<file path="src/verilog/dcsr_params.svh">
`ifndef DCSR_PARAMS_SVH
`define DCSR_PARAMS_SVH

// Register byte offsets
`define DCSR_OFF_STATUS 8'h04
`define DCSR_OFF_BANK 8'h08
`define DCSR_OFF_TIMING_ONE 8'h10
`define DCSR_OFF_TIMING_TWO 8'h14

// Status register field
`define DCSR_STAT_READY_BIT 2

// Bank configuration field positions
`define DCSR_BANK_DRIVE_UNLOCK_BIT 23
`define DCSR_BANK_RSVD_HIGH_MSB 22
`define DCSR_BANK_RSVD_HIGH_LSB 19
`define DCSR_BANK_DRIVE_BIT 18
`define DCSR_BANK_TIMING_UNLOCK_BIT 15
`define DCSR_BANK_NARROW_BIT 14
`define DCSR_BANK_CAS_MSB 11
`define DCSR_BANK_CAS_LSB 9
`define DCSR_BANK_BANKS_MSB 6
`define DCSR_BANK_BANKS_LSB 4
`define DCSR_BANK_PAGE_MSB 2
`define DCSR_BANK_PAGE_LSB 0

// Bank configuration reset values
`define DCSR_RST_DRIVE_UNLOCK 1'h0
`define DCSR_RST_RSVD_HIGH 4'h2
`define DCSR_RST_DRIVE 1'h1
`define DCSR_BANK_RSVD_LOW 2'h3
`define DCSR_RST_TIMING_UNLOCK 1'h0
`define DCSR_RST_NARROW 1'h0
`define DCSR_RST_CAS 3'h5
`define DCSR_RST_BANKS 3'h2
`define DCSR_RST_PAGE 3'h0

// Timing register reset values are not given; neutral zero
`define DCSR_RST_TIMING_ONE 32'h0000_0000
`define DCSR_RST_TIMING_TWO 32'h0000_0000

`endif

</file>
<file path="src/verilog/dcsr_pkg.sv">
package dcsr_pkg;
	typedef logic [31:0] dcsr_word_t;
	typedef enum logic {
		DCSR_TIM_ONE,
		DCSR_TIM_TWO
	} dcsr_timing_sel_t;
endpackage

</file>
<file path="src/verilog/dcsr_timing_if.sv">
`timescale 1ns/1ps
`default_nettype none
interface dcsr_timing_if;
	import dcsr_pkg::*;
	logic wr_en;
	dcsr_timing_sel_t sel;
	dcsr_word_t wdata;
	logic unlock;
	dcsr_word_t data_one;
	dcsr_word_t data_two;
	modport writer (output wr_en, output sel, output wdata, output unlock,
		input data_one, input data_two);
	modport store (input wr_en, input sel, input wdata, input unlock,
		output data_one, output data_two);
endinterface
`default_nettype wire

</file>
<file path="src/verilog/dcsr_timing_store.sv">
`timescale 1ns/1ps
`default_nettype none
`include "dcsr_params.svh"
module dcsr_timing_store #(
	parameter logic [31:0] RESET_ONE = `DCSR_RST_TIMING_ONE,
	parameter logic [31:0] RESET_TWO = `DCSR_RST_TIMING_TWO
) (
	input wire logic clk_i,
	input wire logic reset_n_i,
	dcsr_timing_if.store tif
);
	import dcsr_pkg::*;

	dcsr_word_t store_q [2];

	////////////////////////////////////////////////////////////////////////
	// One gated word per timing register
	for (genvar i = 0; i < 2; i++) begin : g_entry
		localparam logic [31:0] RST = (i == 0) ? RESET_ONE : RESET_TWO;
		logic hit;
		assign hit = tif.wr_en && (int'(tif.sel) == i);
		always_ff @(posedge clk_i or negedge reset_n_i) begin
			if (!reset_n_i) begin
				store_q[i] <= RST;
			end else if (hit && tif.unlock) begin
				store_q[i] <= tif.wdata;
			end
		end
	end

	assign tif.data_one = store_q[0];
	assign tif.data_two = store_q[1];
endmodule
`default_nettype wire

</file>
<file path="src/verilog/dcsr_top.sv">
// Contract
// - Status bit 2 reads 1 only while the DLL is powered, out of reset, locked.
// - Any bank configuration write launches the SDRAM initialization sequence.
// - Drive strength bit changes only while the drive unlock bit holds 1.
// - Bit 18 selects memory drive: 0 normal, 1 weak.
// - Bit 15 gates writes to both timing registers.
// - Bit 14 selects data bus width: 0 is 32-bit, 1 is 16-bit.
// - Bits 6 to 4 encode banks: 0 one, 1 two, 2 four, 3 eight.
// - Bits 2 to 0 encode column bits: 0 eight up to 3 eleven.
`timescale 1ns/1ps
`default_nettype none
`include "dcsr_params.svh"
module dcsr_top #(
	parameter int ADDR_WIDTH = 8
) (
	input wire logic clk_i,
	input wire logic reset_n_i,
	input wire logic reg_wr_i,
	input wire logic reg_rd_i,
	input wire logic [ADDR_WIDTH-1:0] reg_addr_i,
	input wire dcsr_pkg::dcsr_word_t reg_wdata_i,
	output dcsr_pkg::dcsr_word_t reg_rdata_o,
	output logic reg_rvalid_o,
	input wire logic dll_powered_up_i,
	input wire logic dll_in_reset_i,
	input wire logic dll_locked_i,
	output logic dll_ready_flag_o,
	output logic init_start_o,
	output logic sdram_drive_strength_o,
	output logic narrow_bus_select_o,
	output logic [2:0] cas_latency_field_o,
	output logic [3:0] bank_count_o,
	output logic [3:0] column_bits_o,
	output dcsr_pkg::dcsr_word_t timing_register_one_o,
	output dcsr_pkg::dcsr_word_t timing_register_two_o
);
	import dcsr_pkg::*;

	if (ADDR_WIDTH < 8) begin : g_bad_width
		$error("ADDR_WIDTH must be at least 8");
	end

	////////////////////////////////////////////////////////////////////////
	// Address decode
	logic hit_status, hit_bank, hit_tim_one, hit_tim_two;
	logic bank_wr;
	assign hit_status = reg_addr_i == ADDR_WIDTH'(`DCSR_OFF_STATUS);
	assign hit_bank = reg_addr_i == ADDR_WIDTH'(`DCSR_OFF_BANK);
	assign hit_tim_one = reg_addr_i == ADDR_WIDTH'(`DCSR_OFF_TIMING_ONE);
	assign hit_tim_two = reg_addr_i == ADDR_WIDTH'(`DCSR_OFF_TIMING_TWO);
	assign bank_wr = reg_wr_i && hit_bank;

	////////////////////////////////////////////////////////////////////////
	// DLL status synchroniser; the first stage feeds only the second
	logic [2:0] dll_meta_q, dll_sync_q;
	logic dll_ready_q;
	always_ff @(posedge clk_i or negedge reset_n_i) begin
		if (!reset_n_i) begin
			dll_meta_q <= 3'h0;
			dll_sync_q <= 3'h0;
		end else begin
			dll_meta_q <= {dll_powered_up_i, dll_in_reset_i, dll_locked_i};
			dll_sync_q <= dll_meta_q;
		end
	end
	always_ff @(posedge clk_i or negedge reset_n_i) begin
		if (!reset_n_i) begin
			dll_ready_q <= 1'h0;
		end else begin
			dll_ready_q <= dll_sync_q[2] && !dll_sync_q[1] && dll_sync_q[0];
		end
	end
	assign dll_ready_flag_o = dll_ready_q;

	////////////////////////////////////////////////////////////////////////
	// Bank configuration fields
	logic drive_unlock_q, drive_q, timing_unlock_q, narrow_q;
	logic [3:0] rsvd_high_q;
	logic [2:0] cas_q, bank_code_q, page_q;
	always_ff @(posedge clk_i or negedge reset_n_i) begin
		if (!reset_n_i) begin
			drive_unlock_q <= `DCSR_RST_DRIVE_UNLOCK;
			rsvd_high_q <= `DCSR_RST_RSVD_HIGH;
			timing_unlock_q <= `DCSR_RST_TIMING_UNLOCK;
			narrow_q <= `DCSR_RST_NARROW;
			cas_q <= `DCSR_RST_CAS;
			bank_code_q <= `DCSR_RST_BANKS;
			page_q <= `DCSR_RST_PAGE;
		end else if (bank_wr) begin
			drive_unlock_q <= reg_wdata_i[`DCSR_BANK_DRIVE_UNLOCK_BIT];
			rsvd_high_q <= reg_wdata_i[`DCSR_BANK_RSVD_HIGH_MSB:`DCSR_BANK_RSVD_HIGH_LSB];
			timing_unlock_q <= reg_wdata_i[`DCSR_BANK_TIMING_UNLOCK_BIT];
			narrow_q <= reg_wdata_i[`DCSR_BANK_NARROW_BIT];
			cas_q <= reg_wdata_i[`DCSR_BANK_CAS_MSB:`DCSR_BANK_CAS_LSB];
			bank_code_q <= reg_wdata_i[`DCSR_BANK_BANKS_MSB:`DCSR_BANK_BANKS_LSB];
			page_q <= reg_wdata_i[`DCSR_BANK_PAGE_MSB:`DCSR_BANK_PAGE_LSB];
		end
	end

	// Unlock is judged on the stored bit, so the value written with 0 lands
	always_ff @(posedge clk_i or negedge reset_n_i) begin
		if (!reset_n_i) begin
			drive_q <= `DCSR_RST_DRIVE;
		end else if (bank_wr && drive_unlock_q) begin
			drive_q <= reg_wdata_i[`DCSR_BANK_DRIVE_BIT];
		end
	end
	assign sdram_drive_strength_o = drive_q;
	assign narrow_bus_select_o = narrow_q;
	assign cas_latency_field_o = cas_q;

	// Every bank write restarts init, even one that only toggles the unlock
	logic init_q;
	always_ff @(posedge clk_i or negedge reset_n_i) begin
		if (!reset_n_i) begin
			init_q <= 1'h0;
		end else begin
			init_q <= bank_wr;
		end
	end
	assign init_start_o = init_q;

	////////////////////////////////////////////////////////////////////////
	// Geometry decode; reserved codes give zero
	logic [3:0] banks_q, cols_q;
	always_ff @(posedge clk_i or negedge reset_n_i) begin
		if (!reset_n_i) begin
			banks_q <= 4'h0;
		end else begin
			unique case (bank_code_q)
				3'h0: banks_q <= 4'h1;
				3'h1: banks_q <= 4'h2;
				3'h2: banks_q <= 4'h4;
				3'h3: banks_q <= 4'h8;
				default: banks_q <= 4'h0;
			endcase
		end
	end
	always_ff @(posedge clk_i or negedge reset_n_i) begin
		if (!reset_n_i) begin
			cols_q <= 4'h0;
		end else begin
			unique case (page_q)
				3'h0: cols_q <= 4'h8;
				3'h1: cols_q <= 4'h9;
				3'h2: cols_q <= 4'hA;
				3'h3: cols_q <= 4'hB;
				default: cols_q <= 4'h0;
			endcase
		end
	end
	assign bank_count_o = banks_q;
	assign column_bits_o = cols_q;

	////////////////////////////////////////////////////////////////////////
	// Timing registers
	dcsr_timing_if tif ();
	assign tif.wr_en = reg_wr_i && (hit_tim_one || hit_tim_two);
	assign tif.sel = hit_tim_two ? DCSR_TIM_TWO : DCSR_TIM_ONE;
	assign tif.wdata = reg_wdata_i;
	assign tif.unlock = timing_unlock_q;

	dcsr_timing_store u_timing (
		.clk_i(clk_i),
		.reset_n_i(reset_n_i),
		.tif(tif)
	);
	assign timing_register_one_o = tif.data_one;
	assign timing_register_two_o = tif.data_two;

	////////////////////////////////////////////////////////////////////////
	// Read path; unmapped offsets read zero
	dcsr_word_t bank_word, rd_word_d, rdata_q;
	logic rvalid_q;
	assign bank_word = {8'h00, drive_unlock_q, rsvd_high_q, drive_q, `DCSR_BANK_RSVD_LOW,
		timing_unlock_q, narrow_q, 2'h0, cas_q, 2'h0, bank_code_q, 1'h0, page_q};
	always_comb begin
		rd_word_d = 32'h0000_0000;
		if (hit_status) begin
			rd_word_d[`DCSR_STAT_READY_BIT] = dll_ready_q;
		end else if (hit_bank) begin
			rd_word_d = bank_word;
		end else if (hit_tim_one) begin
			rd_word_d = tif.data_one;
		end else if (hit_tim_two) begin
			rd_word_d = tif.data_two;
		end
	end
	always_ff @(posedge clk_i or negedge reset_n_i) begin
		if (!reset_n_i) begin
			rdata_q <= 32'h0000_0000;
			rvalid_q <= 1'h0;
		end else begin
			rvalid_q <= reg_rd_i;
			if (reg_rd_i) begin
				rdata_q <= rd_word_d;
			end
		end
	end
	assign reg_rdata_o = rdata_q;
	assign reg_rvalid_o = rvalid_q;
endmodule
`default_nettype wire

</file>
<file path="config.mk">
export PLATFORM = sky130hd
export DESIGN_NAME = dcsr_top
export DESIGN_NICKNAME = d
export VERILOG_FILES = /design/src/verilog/dcsr_pkg.sv /design/src/verilog/dcsr_timing_if.sv /design/src/verilog/dcsr_timing_store.sv /design/src/verilog/dcsr_top.sv
export VERILOG_INCLUDE_DIRS = /design/src /design/src/verilog
export SDC_FILE = /design/constraint.sdc
export NUM_CORES = 1
export LEC_CHECK = 0
export ABC_AREA = 1
export BUFFER_PORTS_ARGS = -buffer_cell sky130_fd_sc_hd__buf_2
export CORE_ASPECT_RATIO = 0.7
export CORE_UTILIZATION = 47
export CTS_CLUSTER_SIZE = 28
export DETAILED_ROUTE_END_ITERATION = 8
export HOLD_SLACK_MARGIN = 0.05
export PLACE_DENSITY = 0.79
export SETUP_SLACK_MARGIN = 0.3
export SYNTH_ARGS = -nofsm -noshare
export SYNTH_HDL_FRONTEND = slang
export SYNTH_SLANG_ARGS = --single-unit
</file>
<file path="constraint.sdc">
create_clock -name clk_i -period 1.15 [get_ports clk_i]
set_input_delay 0.1725 -clock clk_i [delete_from_list [all_inputs] [get_ports clk_i]]
set_output_delay 0.1725 -clock clk_i [all_outputs]
set_load 0.01 [all_outputs]
</file>
==> results of run 1 <==
==> worst max path at each step <==
stage,from,endpoint,slack (ps),cells after the start
floorplan,reg_addr_i[7],u_timing.tif.data_one[0],60,9
global route,tif.unlock,u_timing.tif.data_two[21],-210,8
finish,tif.unlock,u_timing.tif.data_two[21],-160,8
global placement,reg_addr_i[0],reg_rdata_o[4],-150,10
detailed placement,reg_addr_i[7],u_timing.tif.data_two[23],-200,10
CTS,cas_latency_field_o[0],cas_latency_field_o[0],-90,1
==> final cells by class <==
cell class	instances	share of cell area
clock inverters	13	0.01696
multi-input cells	403	0.2721
flip-flops and latches	129	0.2968
repair buffers	388	0.3275
inverters	60	0.02808
clock buffers	19	0.04057
well taps	157	0.01799
==> flip-flops by register name, summed over array words and instances, names as in the netlist, 3 cells and up <==
name and cells:
rsvd_high_q 4, bank_count_o 4, dll_sync_q 3, reg_rdata_o 32, page_q 3, u_timing.tif.data_one 32, u_timing.tif.data_two 32, bank_code_q 3
dll_meta_q 3, cas_latency_field_o 3, column_bits_o 3
==> routing by layer <==
metal	part of all wire	global-route usage	vias up
met3	0.093	0.08213	201
li1	-	-	2717
met2	0.49	0.5851	573
met4	0.071	0.1638	0
met5	0	0	-
met1	0.35	0.3834	3317
==> per-stage QoR <==
| stage | setup WS (ps) | cells | TNS, ps | power, mW |
|---|---|---|---|---|
| 3_5_place_dp | -204.5 | 941 | -15440 | 5.304 |
| 6_report | -163.4 | 1169 | -6832 | 11.43 |
| 5_1_grt | -205.2 | 1169 | -10950 | 11.67 |
| 2_1_floorplan | 60.68 | 622 | 0 | 4.969 |
| 4_1_cts | -95.00 | 1095 | -3145 | 11.12 |
| 3_3_place_gp | -145.3 | 941 | -11320 | 5.288 |
==> what timing repair did <==
action	CTS	global route
gates cloned	10	4
endpoints found under the setup margin	201	219
buffers inserted	90	70
hold buffers	22	0
gates resized for setup	152	186
pin swaps	53	75
endpoints found under the hold margin	163	0
==> Yosys cell counts (all sizes together) <==
cell	count	area (µm²)
o21ai	86	655.6
dfstp	5	131.4
buf	24	211.4
dfrtp	124	3103
nand3	55	292.8
inv	58	222.7
clkinv	2	12.51
nor3	4	20.02
conb	1	3.750
nor2	29	150.2
clkbuf	6	22.52
nand2	228	899.6
==> power groups by stage <==
stage	Sequential, mW	Combinational (mW)	Clock [mW]
3_3_place_gp	4.72	0.563	0
2_1_floorplan	4.74	0.232	0
3_5_place_dp	4.73	0.576	0
6_report	4.66	0.838	5.93
5_1_grt	4.66	0.887	6.12
4_1_cts	4.65	0.707	5.76
==> logic make-up (layout without fill, tap and decap cells) <==
kind of cell           after synthesis  in the layout
AOI/OAI and AO/OA                   86             86
buffers and inverters               90            480
DFF                                129            129
other                                1              1
and+or+nand+nor                    316            316
==> worst min-delay path, delay by kind of cell <==
kind / cells / cell delay (ps)
buffers and inverters: 2 / 210
AO/OA/AOI/OAI: 1 / 70
==> impl_metrics.env, run 1 <==
export IMPL_num_vias=6808
export IMPL_report_final_setup_viol=114
export IMPL_n_antenna_cell=0
export IMPL_dieArea_um2=12630
export IMPL_tritoncts="yes"
export IMPL_rows=33
export IMPL_cts_root_buf="clkbuf_16"
export IMPL_place_area_um2=7088
export IMPL_clock_sinks=129
export IMPL_worst_slack_ps=-163.4
export IMPL_critPathMaxFanout=6
export IMPL_grt_pass1_wl_um=31210
export IMPL_ff_latch_area_um2=3241
export IMPL_cp_cell_sequence="nand2_2, inv_4, buf_12, nand2_8, buf_12, buf_12, nand2_2, o21ai_1"
export IMPL_max_freq_mhz=761.4
export IMPL_ff2ff_path_depth=8
export IMPL_ys_ff_latch=129
export IMPL_clk_latency_ps=430
export IMPL_pwr_share_clk=0.519
export IMPL_final_common_cell="buf_2"
export IMPL_design_area_um2=10920
export IMPL_rsz0062_at_grt="true"
export IMPL_drive_gt1_frac=0.6482
export IMPL_min_period_ps=1313
export IMPL_maxSlewViolCount=0
export IMPL_htree_levels=4
export IMPL_numCtsBuffers=17
export IMPL_wl_per_cell_um=24.25
export IMPL_synth_adder_area_share=0
export IMPL_gr_total_overflow=0
export IMPL_grt_use_total=0.3327
export IMPL_dp_hpwl_um=10350
export IMPL_multi_input_area_um2=2970
export IMPL_seq_area_frac_synth=0.5649
export IMPL_grt_pass1_vias=6052
export IMPL_ios=159
export IMPL_swShare=0.2455
export IMPL_fill_cells=385
export IMPL_syn_avg_cell_area_um2=9.205
export IMPL_min_to="u_timing.tif.data_two[8]"
export IMPL_cp_buffers_inverters=4
export IMPL_synth_lib_cells_used_distinct=28
export IMPL_layout_common_cells="129 x buf_2, 119 x dfrtp_1, 116 x nand2_1"
export IMPL_clkTransAtPathRegs_ps=60
export IMPL_areaGrowthSynthToFinish_pct=90.69
export IMPL_power_internal_mw=8.626
export IMPL_holdPathStages=3
export IMPL_drv_cap=0
export IMPL_nets=1046
export IMPL_outcome="finished, violations left"
export IMPL_p_seq_frac=0.408
export IMPL_hp_class="primary input to register"
export IMPL_ant_nets=0
export IMPL_period_share=1.142
export IMPL_path_delay_family="buffers and inverters"
export IMPL_peakVddDrop_uv=1130
export IMPL_powerDensity_nw_per_um2=1047
export IMPL_crit_path_start_kind="register"
export IMPL_gp_congestion=0.8180
export IMPL_start_util=0.4865
export IMPL_drc=0
export IMPL_ys_warnings_count=0
export IMPL_grt_max_degree=56
export IMPL_crit_type="register to register"
export IMPL_cp_slowest_cell="dfrtp_1"
export IMPL_r2r_end="u_timing.tif.data_two[21]"
export IMPL_violations="negative setup slack"
export IMPL_worstHoldStart="reg_wdata_i[8]"
export IMPL_coreArea_um2=11770
export IMPL_antenna_found_initial=0
export IMPL_muxShareOfSynthArea=0
export IMPL_syn_inst=622
export IMPL_holdWs_ps=55.67
export IMPL_synth_area_um2=5725
export IMPL_clock_path_buffers=2
export IMPL_synth_top_family_by_area="simple AND/OR/NAND/NOR gates"
export IMPL_finalHoldViolCount=0
export IMPL_syn_nets=669
export IMPL_io_buffers=157
export IMPL_dr_pass1_iters=5
export IMPL_arrival_ps=1660
export IMPL_drt_wl_total_um=28350
export IMPL_final_util=0.9278
export IMPL_die_x_um=133.9
export IMPL_leakage_nw=5.949
export IMPL_worstReg2RegStart="tif.unlock"
export IMPL_critPathMaxStageDelay_ps=400
export IMPL_viasPerCell=5.824
export IMPL_dieHeight_um=94.35
export IMPL_synthSimpleGateAreaFrac=0.2380
export IMPL_p_sw_mw=2.806
export IMPL_rrSetupSlack_ps=-160
export IMPL_critical_path_required_ps=1490
export IMPL_worst_setup_path_end_kind="register"
export IMPL_p_comb_frac=0.073
export IMPL_finClkSkew_ps=8.611
export IMPL_cp_common_cell="buf_12"
export IMPL_synth_compound_area_share=0.1145
export IMPL_first_iter_violations=687
export IMPL_synthXorXnorAreaFrac=0
Power figures use the tool's default switching activity.
==> inputs of run 2 (changes only) <==
--- a/config.mk
+++ b/config.mk
@@ -14,7 +14,6 @@
 export DETAILED_ROUTE_END_ITERATION = 8
 export HOLD_SLACK_MARGIN = 0.05
 export PLACE_DENSITY = 0.79
-export SETUP_SLACK_MARGIN = 0.3
 export SYNTH_ARGS = -nofsm -noshare
 export SYNTH_HDL_FRONTEND = slang
 export SYNTH_SLANG_ARGS = --single-unit
==> run 2 against run 1 <==
Against the previous run:
- the flow still finishes with violations (negative setup slack)
- fmax increased by 5.3%
- clock power decreased by 4.4%
- flip-flop and latch count unchanged
- largest power group unchanged
- register-to-register slack improved by 110 ps
- sequential share of layout area increased by 7.7 points
- combinational power decreased by 28%
- first-iteration DRC count decreased by 49%
- worst hold slack improved by 6.3 ps
- non-clock buffer count decreased by 107
- clock-buffer cell count increased by 1
- power decreased by 4.5%
- wire length decreased by 38%
==> impl_metrics.env, run 2 (synthesized netlist as in run 1, its figures left out) <==
export IMPL_fill_cells=819
export IMPL_grt_max_degree=49
export IMPL_dieHeight_um=94.35
export IMPL_clock_sinks=129
export IMPL_antenna_found_initial=0
export IMPL_dieArea_um2=12630
export IMPL_final_util=0.7361
export IMPL_htree_levels=4
export IMPL_grt_use_met3=0.08320
export IMPL_period_share=1.084
export IMPL_holdPathStages=3
export IMPL_leakage_nw=4.783
export IMPL_p_seq_frac=0.426
export IMPL_path_delay_family="flip-flops"
export IMPL_ios=159
export IMPL_wl_per_cell_um=16.43
export IMPL_final_common_cell="nand2_1"
export IMPL_drive_gt1_frac=0.4729
export IMPL_ff2ff_path_depth=8
export IMPL_power_internal_mw=8.434
export IMPL_clk_latency_ps=410
export IMPL_gr_max_usage_layer="met2"
export IMPL_powerDensity_nw_per_um2=1261
export IMPL_io_buffers=157
export IMPL_finClkSkew_ps=12.13
export IMPL_grt_use_total=0.2704
export IMPL_critical_path_required_ps=980
export IMPL_r2r_end="u_timing.tif.data_two[23]"
export IMPL_grt_pass1_wl_um=25830
export IMPL_ant_nets=0
export IMPL_swShare=0.2276
export IMPL_n_antenna_cell=0
export IMPL_critPathMaxStageDelay_ps=560
export IMPL_clkTransAtPathRegs_ps=60
export IMPL_clock_path_buffers=2
export IMPL_tritoncts="yes"
export IMPL_worst_slack_ps=-96.94
export IMPL_report_final_setup_viol=39
export IMPL_grt_pass1_vias=4998
export IMPL_cp_buffers_inverters=1
export IMPL_pwr_share_clk=0.519
export IMPL_coreArea_um2=11770
export IMPL_dp_hpwl_um=9755
export IMPL_dr_pass1_iters=6
export IMPL_crit_type="register to output pin"
export IMPL_numCtsBuffers=17
export IMPL_areaGrowthSynthToFinish_pct=51.29
export IMPL_nets=939
export IMPL_crit_path_start_kind="register"
export IMPL_drt_wl_total_um=17450
export IMPL_hp_class="primary input to register"
export IMPL_layout_common_cells="181 x nand2_1, 143 x buf_2, 120 x dfrtp_1"
export IMPL_cts_root_buf="clkbuf_16"
export IMPL_worstHoldStart="reg_wdata_i[18]"
export IMPL_first_iter_violations=351
export IMPL_die_x_um=133.9
export IMPL_peakVddDrop_uv=1064
export IMPL_ff_latch_area_um2=3239
export IMPL_p_comb_frac=0.055
export IMPL_finalHoldViolCount=0
export IMPL_gr_total_overflow=0
export IMPL_p_sw_mw=2.486
export IMPL_use_met2=0.4469
export IMPL_min_period_ps=1247
export IMPL_drv_cap=0
export IMPL_worstReg2RegStart="tif.unlock"
export IMPL_worst_setup_path_end_kind="output pin"
export IMPL_cp_slowest_cell="dfstp_2"
export IMPL_rrSetupSlack_ps=-50
export IMPL_start_util=0.4865
export IMPL_rsz0062_at_grt="true"
export IMPL_rows=33
export IMPL_viasPerCell=5.057
export IMPL_min_to="sdram_drive_strength_o"
export IMPL_maxSlewViolCount=0
export IMPL_violations="negative setup slack"
export IMPL_drc=0
export IMPL_num_vias=5371
export IMPL_max_freq_mhz=802.0
export IMPL_critPathMaxFanout=2
export IMPL_outcome="finished, violations left"
export IMPL_multi_input_area_um2=2225
export IMPL_tns_ps=-1081
export IMPL_gp_congestion=0.8005
export IMPL_cp_cell_sequence="buf_6"
export IMPL_use_met1=0.3462
export IMPL_arrival_ps=1070
[run 2: layout make-up]
type / instances / area share
clock buffers: 20 / 0.05388
clock inverters: 12 / 0.01791
inverters: 60 / 0.02716
multi-input cells: 403 / 0.2568
flip-flops and latches: 129 / 0.3740
well taps: 157 / 0.02268
repair buffers: 281 / 0.2476
[run 2: timing repair]
| action | CTS | global route |
|---|---|---|
| buffers inserted | 16 | 51 |
| setup endpoints to repair | 44 | 137 |
| pin swaps | 3 | 2 |
| resized for setup | 46 | 46 |
| cloned | 6 | 0 |
| hold buffers | 17 | 0 |
| hold endpoints to repair | 148 | 0 |
[run 2: worst max path at each step]
stage | from | endpoint | slack [ps] | cells past startpoint
floorplan | reg_addr_i[6] | u_timing.tif.data_one[0] | 10 | 9
global placement | reg_addr_i[6] | u_timing.tif.data_one[17] | -120 | 10
detailed placement | reg_addr_i[6] | u_timing.tif.data_one[14] | -130 | 10
CTS | cas_latency_field_o[0] | cas_latency_field_o[0] | -100 | 1
global route | cas_latency_field_o[2] | cas_latency_field_o[2] | -130 | 1
finish | cas_latency_field_o[2] | cas_latency_field_o[2] | -100 | 1
[run 2: power groups by stage]
| stage | Clock, mW | Sequential (mW) | Combinational [mW] |
|---|---|---|---|
| after floorplan | 0 | 4.74 | 0.198 |
| after global placement | 0 | 4.73 | 0.514 |
| after detailed placement | 0 | 4.73 | 0.520 |
| after CTS | 5.68 | 4.65 | 0.584 |
| after global routing | 5.97 | 4.65 | 0.665 |
| final | 5.67 | 4.65 | 0.603 |
[run 2: per-layer routing]
metal / up-vias / wire, µm
li1: 2509 / -
met1: 2602 / 7253
met2: 237 / 8768
met3: 23 / 1215
met4: 0 / 208
met5: - / 0
[run 2: per-stage QoR]
step                hold WS (ps)  setup WS [ps]  std cells  instance area [µm²]  total power [mW]
detailed placement         52.11         -131.9        941                 6889             5.247
CTS                        52.40         -97.20       1012                 8125             10.91
finish                     61.93         -96.94       1062                 8662             10.92
floorplan                 -123.1          9.891        622                 5725             4.934
global route               55.27         -130.1       1062                 8662             11.29
global placement           54.79         -115.1        941                 6889             5.240
==> inputs of run 3 (changes only) <==
--- a/config.mk
+++ b/config.mk
@@ -7,13 +7,14 @@
 export NUM_CORES = 1
 export LEC_CHECK = 0
 export ABC_AREA = 1
-export BUFFER_PORTS_ARGS = -buffer_cell sky130_fd_sc_hd__buf_2
 export CORE_ASPECT_RATIO = 0.7
-export CORE_UTILIZATION = 47
+export CORE_UTILIZATION = 57
 export CTS_CLUSTER_SIZE = 28
 export DETAILED_ROUTE_END_ITERATION = 8
+export DONT_BUFFER_PORTS = 1
 export HOLD_SLACK_MARGIN = 0.05
-export PLACE_DENSITY = 0.79
+export PLACE_DENSITY = 0.78
+export REMOVE_ABC_BUFFERS = 1
 export SYNTH_ARGS = -nofsm -noshare
 export SYNTH_HDL_FRONTEND = slang
 export SYNTH_SLANG_ARGS = --single-unit
==> run 3 against run 2 <==
Against the previous run:
- the run ends with negative hold slack, negative setup slack left
- worst setup slack improved by 93 ps
- flip-flop and latch count unchanged
- clock-buffer cell count increased by 4
- critical path depth decreased by 1
- register-to-register slack improved by 50 ps
- sequential share of layout area increased by 7.9 points
- combinational power decreased by 36%
- critical path type unchanged
- critical endpoint is now cas_latency_field_o[0]
- largest cell class unchanged
==> impl_metrics.env, run 3 (synthesized netlist as in run 1, its figures left out) <==
export IMPL_ctsHoldBuffers=37
export IMPL_min_period_ps=1154
export IMPL_dieArea_um2=10460
export IMPL_gr_total_overflow=0
export IMPL_wl_per_cell_um=18.70
export IMPL_nets=733
export IMPL_drv_cap=0
export IMPL_worst_slack_ps=-4.153
export IMPL_drive_gt1_frac=0.2654
export IMPL_use_met1=0.3351
export IMPL_hp_class="primary input to async pin"
export IMPL_viasPerCell=5.508
export IMPL_clock_sinks=129
export IMPL_tritoncts="yes"
export IMPL_grt_pass1_vias=4367
export IMPL_clkTransAtPathRegs_ps=50
export IMPL_max_freq_mhz=866.4
export IMPL_critPathLaunch="cas_latency_field_o[0]"
export IMPL_outcome="finished, violations left"
export IMPL_rows=30
export IMPL_dieHeight_um=85.85
export IMPL_grt_use_met3=0.1263
export IMPL_leakage_nw=3.601
export IMPL_io_buffers=0
export IMPL_ios=159
export IMPL_finClkSkew_ps=10.81
export IMPL_design_area_um2=7134
export IMPL_report_final_setup_viol=2
export IMPL_peakVddDrop_uv=1202
export IMPL_areaGrowthSynthToFinish_pct=24.61
export IMPL_die_x_um=121.8
export IMPL_first_iter_violations=411
export IMPL_rrSetupSlack_ps=-4
export IMPL_grt_use_total=0.2842
export IMPL_num_vias=4544
export IMPL_crit_type="register to output pin"
export IMPL_place_area_um2=5959
export IMPL_use_met2=0.4674
export IMPL_clk_latency_ps=410
export IMPL_holdWs_ps=-541.1
export IMPL_period_share=1.004
export IMPL_dr_pass1_iters=5
export IMPL_layout_common_cells="187 x nand2_1, 124 x dfrtp_1, 61 x o21ai_2"
export IMPL_maxSlewViolCount=0
export IMPL_critPathMaxFanout=3
export IMPL_cts_root_buf="clkbuf_16"
export IMPL_htree_levels=4
export IMPL_final_common_cell="nand2_1"
export IMPL_crit_path_start_kind="register"
export IMPL_worstReg2RegStart="tif.unlock"
export IMPL_power_mw=10.15
export IMPL_critical_path_required_ps=980
export IMPL_numCtsBuffers=17
export IMPL_drc=0
export IMPL_antenna_found_initial=0
export IMPL_arrival_ps=980
export IMPL_violations="negative hold slack, negative setup slack"
export IMPL_dp_hpwl_um=9157
export IMPL_grt_pass1_wl_um=22310
export IMPL_gp_congestion=0.8613
export IMPL_worst_setup_path_end_kind="output pin"
export IMPL_tns_ps=-6.166
export IMPL_start_util=0.5889
export IMPL_rsz0062_at_grt="true"
export IMPL_grt_max_degree=130
export IMPL_clock_path_buffers=2
export IMPL_drt_wl_total_um=15430
export IMPL_finalHoldViolCount=129
export IMPL_n_antenna_cell=0
export IMPL_powerDensity_nw_per_um2=1423
export IMPL_gr_max_usage_layer="met2"
export IMPL_coreArea_um2=9722
export IMPL_ant_nets=0
[run 3: changes by cell type in the layout (fill, tap and decap cells not counted), moves of 4 or more]
| cell | change |
|---|---|
| buf_12 | -6 |
| buf_4 | -60 |
| dfrtp_2 | -4 |
| buf_6 | -14 |
| dlygate4sd3_1 | +19 |
| nand2_1 | +6 |
| clkbuf_1 | +5 |
| nand2_4 | -11 |
| nand2_2 | +6 |
| buf_2 | -143 |
| dfrtp_1 | +4 |
| buf_16 | -6 |
[run 3: final cells by class]
| class | count | area (µm²) |
|---|---|---|
| clock buffer | 24 | 471.7 |
| clock inverter | 6 | 82.58 |
| fill | 704 | 2587 |
| inverter | 60 | 235.2 |
| multi-input combinational | 404 | 2150 |
| sequential | 129 | 3234 |
| tap | 128 | 160.2 |
| timing repair buffer | 74 | 800.8 |
[run 3: repair_timing]
action	CTS	global route
pin swaps	1	1
resized for setup	4	40
endpoints found under the setup margin	19	67
gates cloned	0	6
setup buffers	0	1
hold endpoints to repair	242	129
[run 3: power by group]
group	switching [mW]	internal, mW
clock	1.83	3.27
sequential	0.0615	4.61
combinational	0.224	0.159
[run 3: through the flow]
stage | setup slack (ps) | util | hold slack [ps] | std cells
CTS | -12.52 | 0.7102 | -549.4 | 818
detailed placement | -45.17 | 0.6130 | -120.8 | 751
finish | -4.153 | 0.7338 | -541.1 | 825
global route | -62.48 | 0.7338 | -558.8 | 825
floorplan | -589.4 | - | -123.1 | 592
global placement | -11.11 | 0.6130 | -120.9 | 751
[run 3: worst paths after layout]
kind / end / cells after the start
max in group asynchronous: cas_latency_field_o[0] / 0
min in group clk_i: drive_unlock_q / 3
min reg2reg: dll_sync_q[2] / 0
max: cas_latency_field_o[0] / 0
max reg2reg: u_timing.tif.data_two[18] / 6
min: column_bits_o[1] / 0
[run 3: routing by layer]
layer,share of wire,routed length [µm],vias to the layer above
met4,0.0093,144,0
li1,-,-,2080
met3,0.11,1746,19
met5,0,0,-
met2,0.50,7750,247
met1,0.38,5789,2198
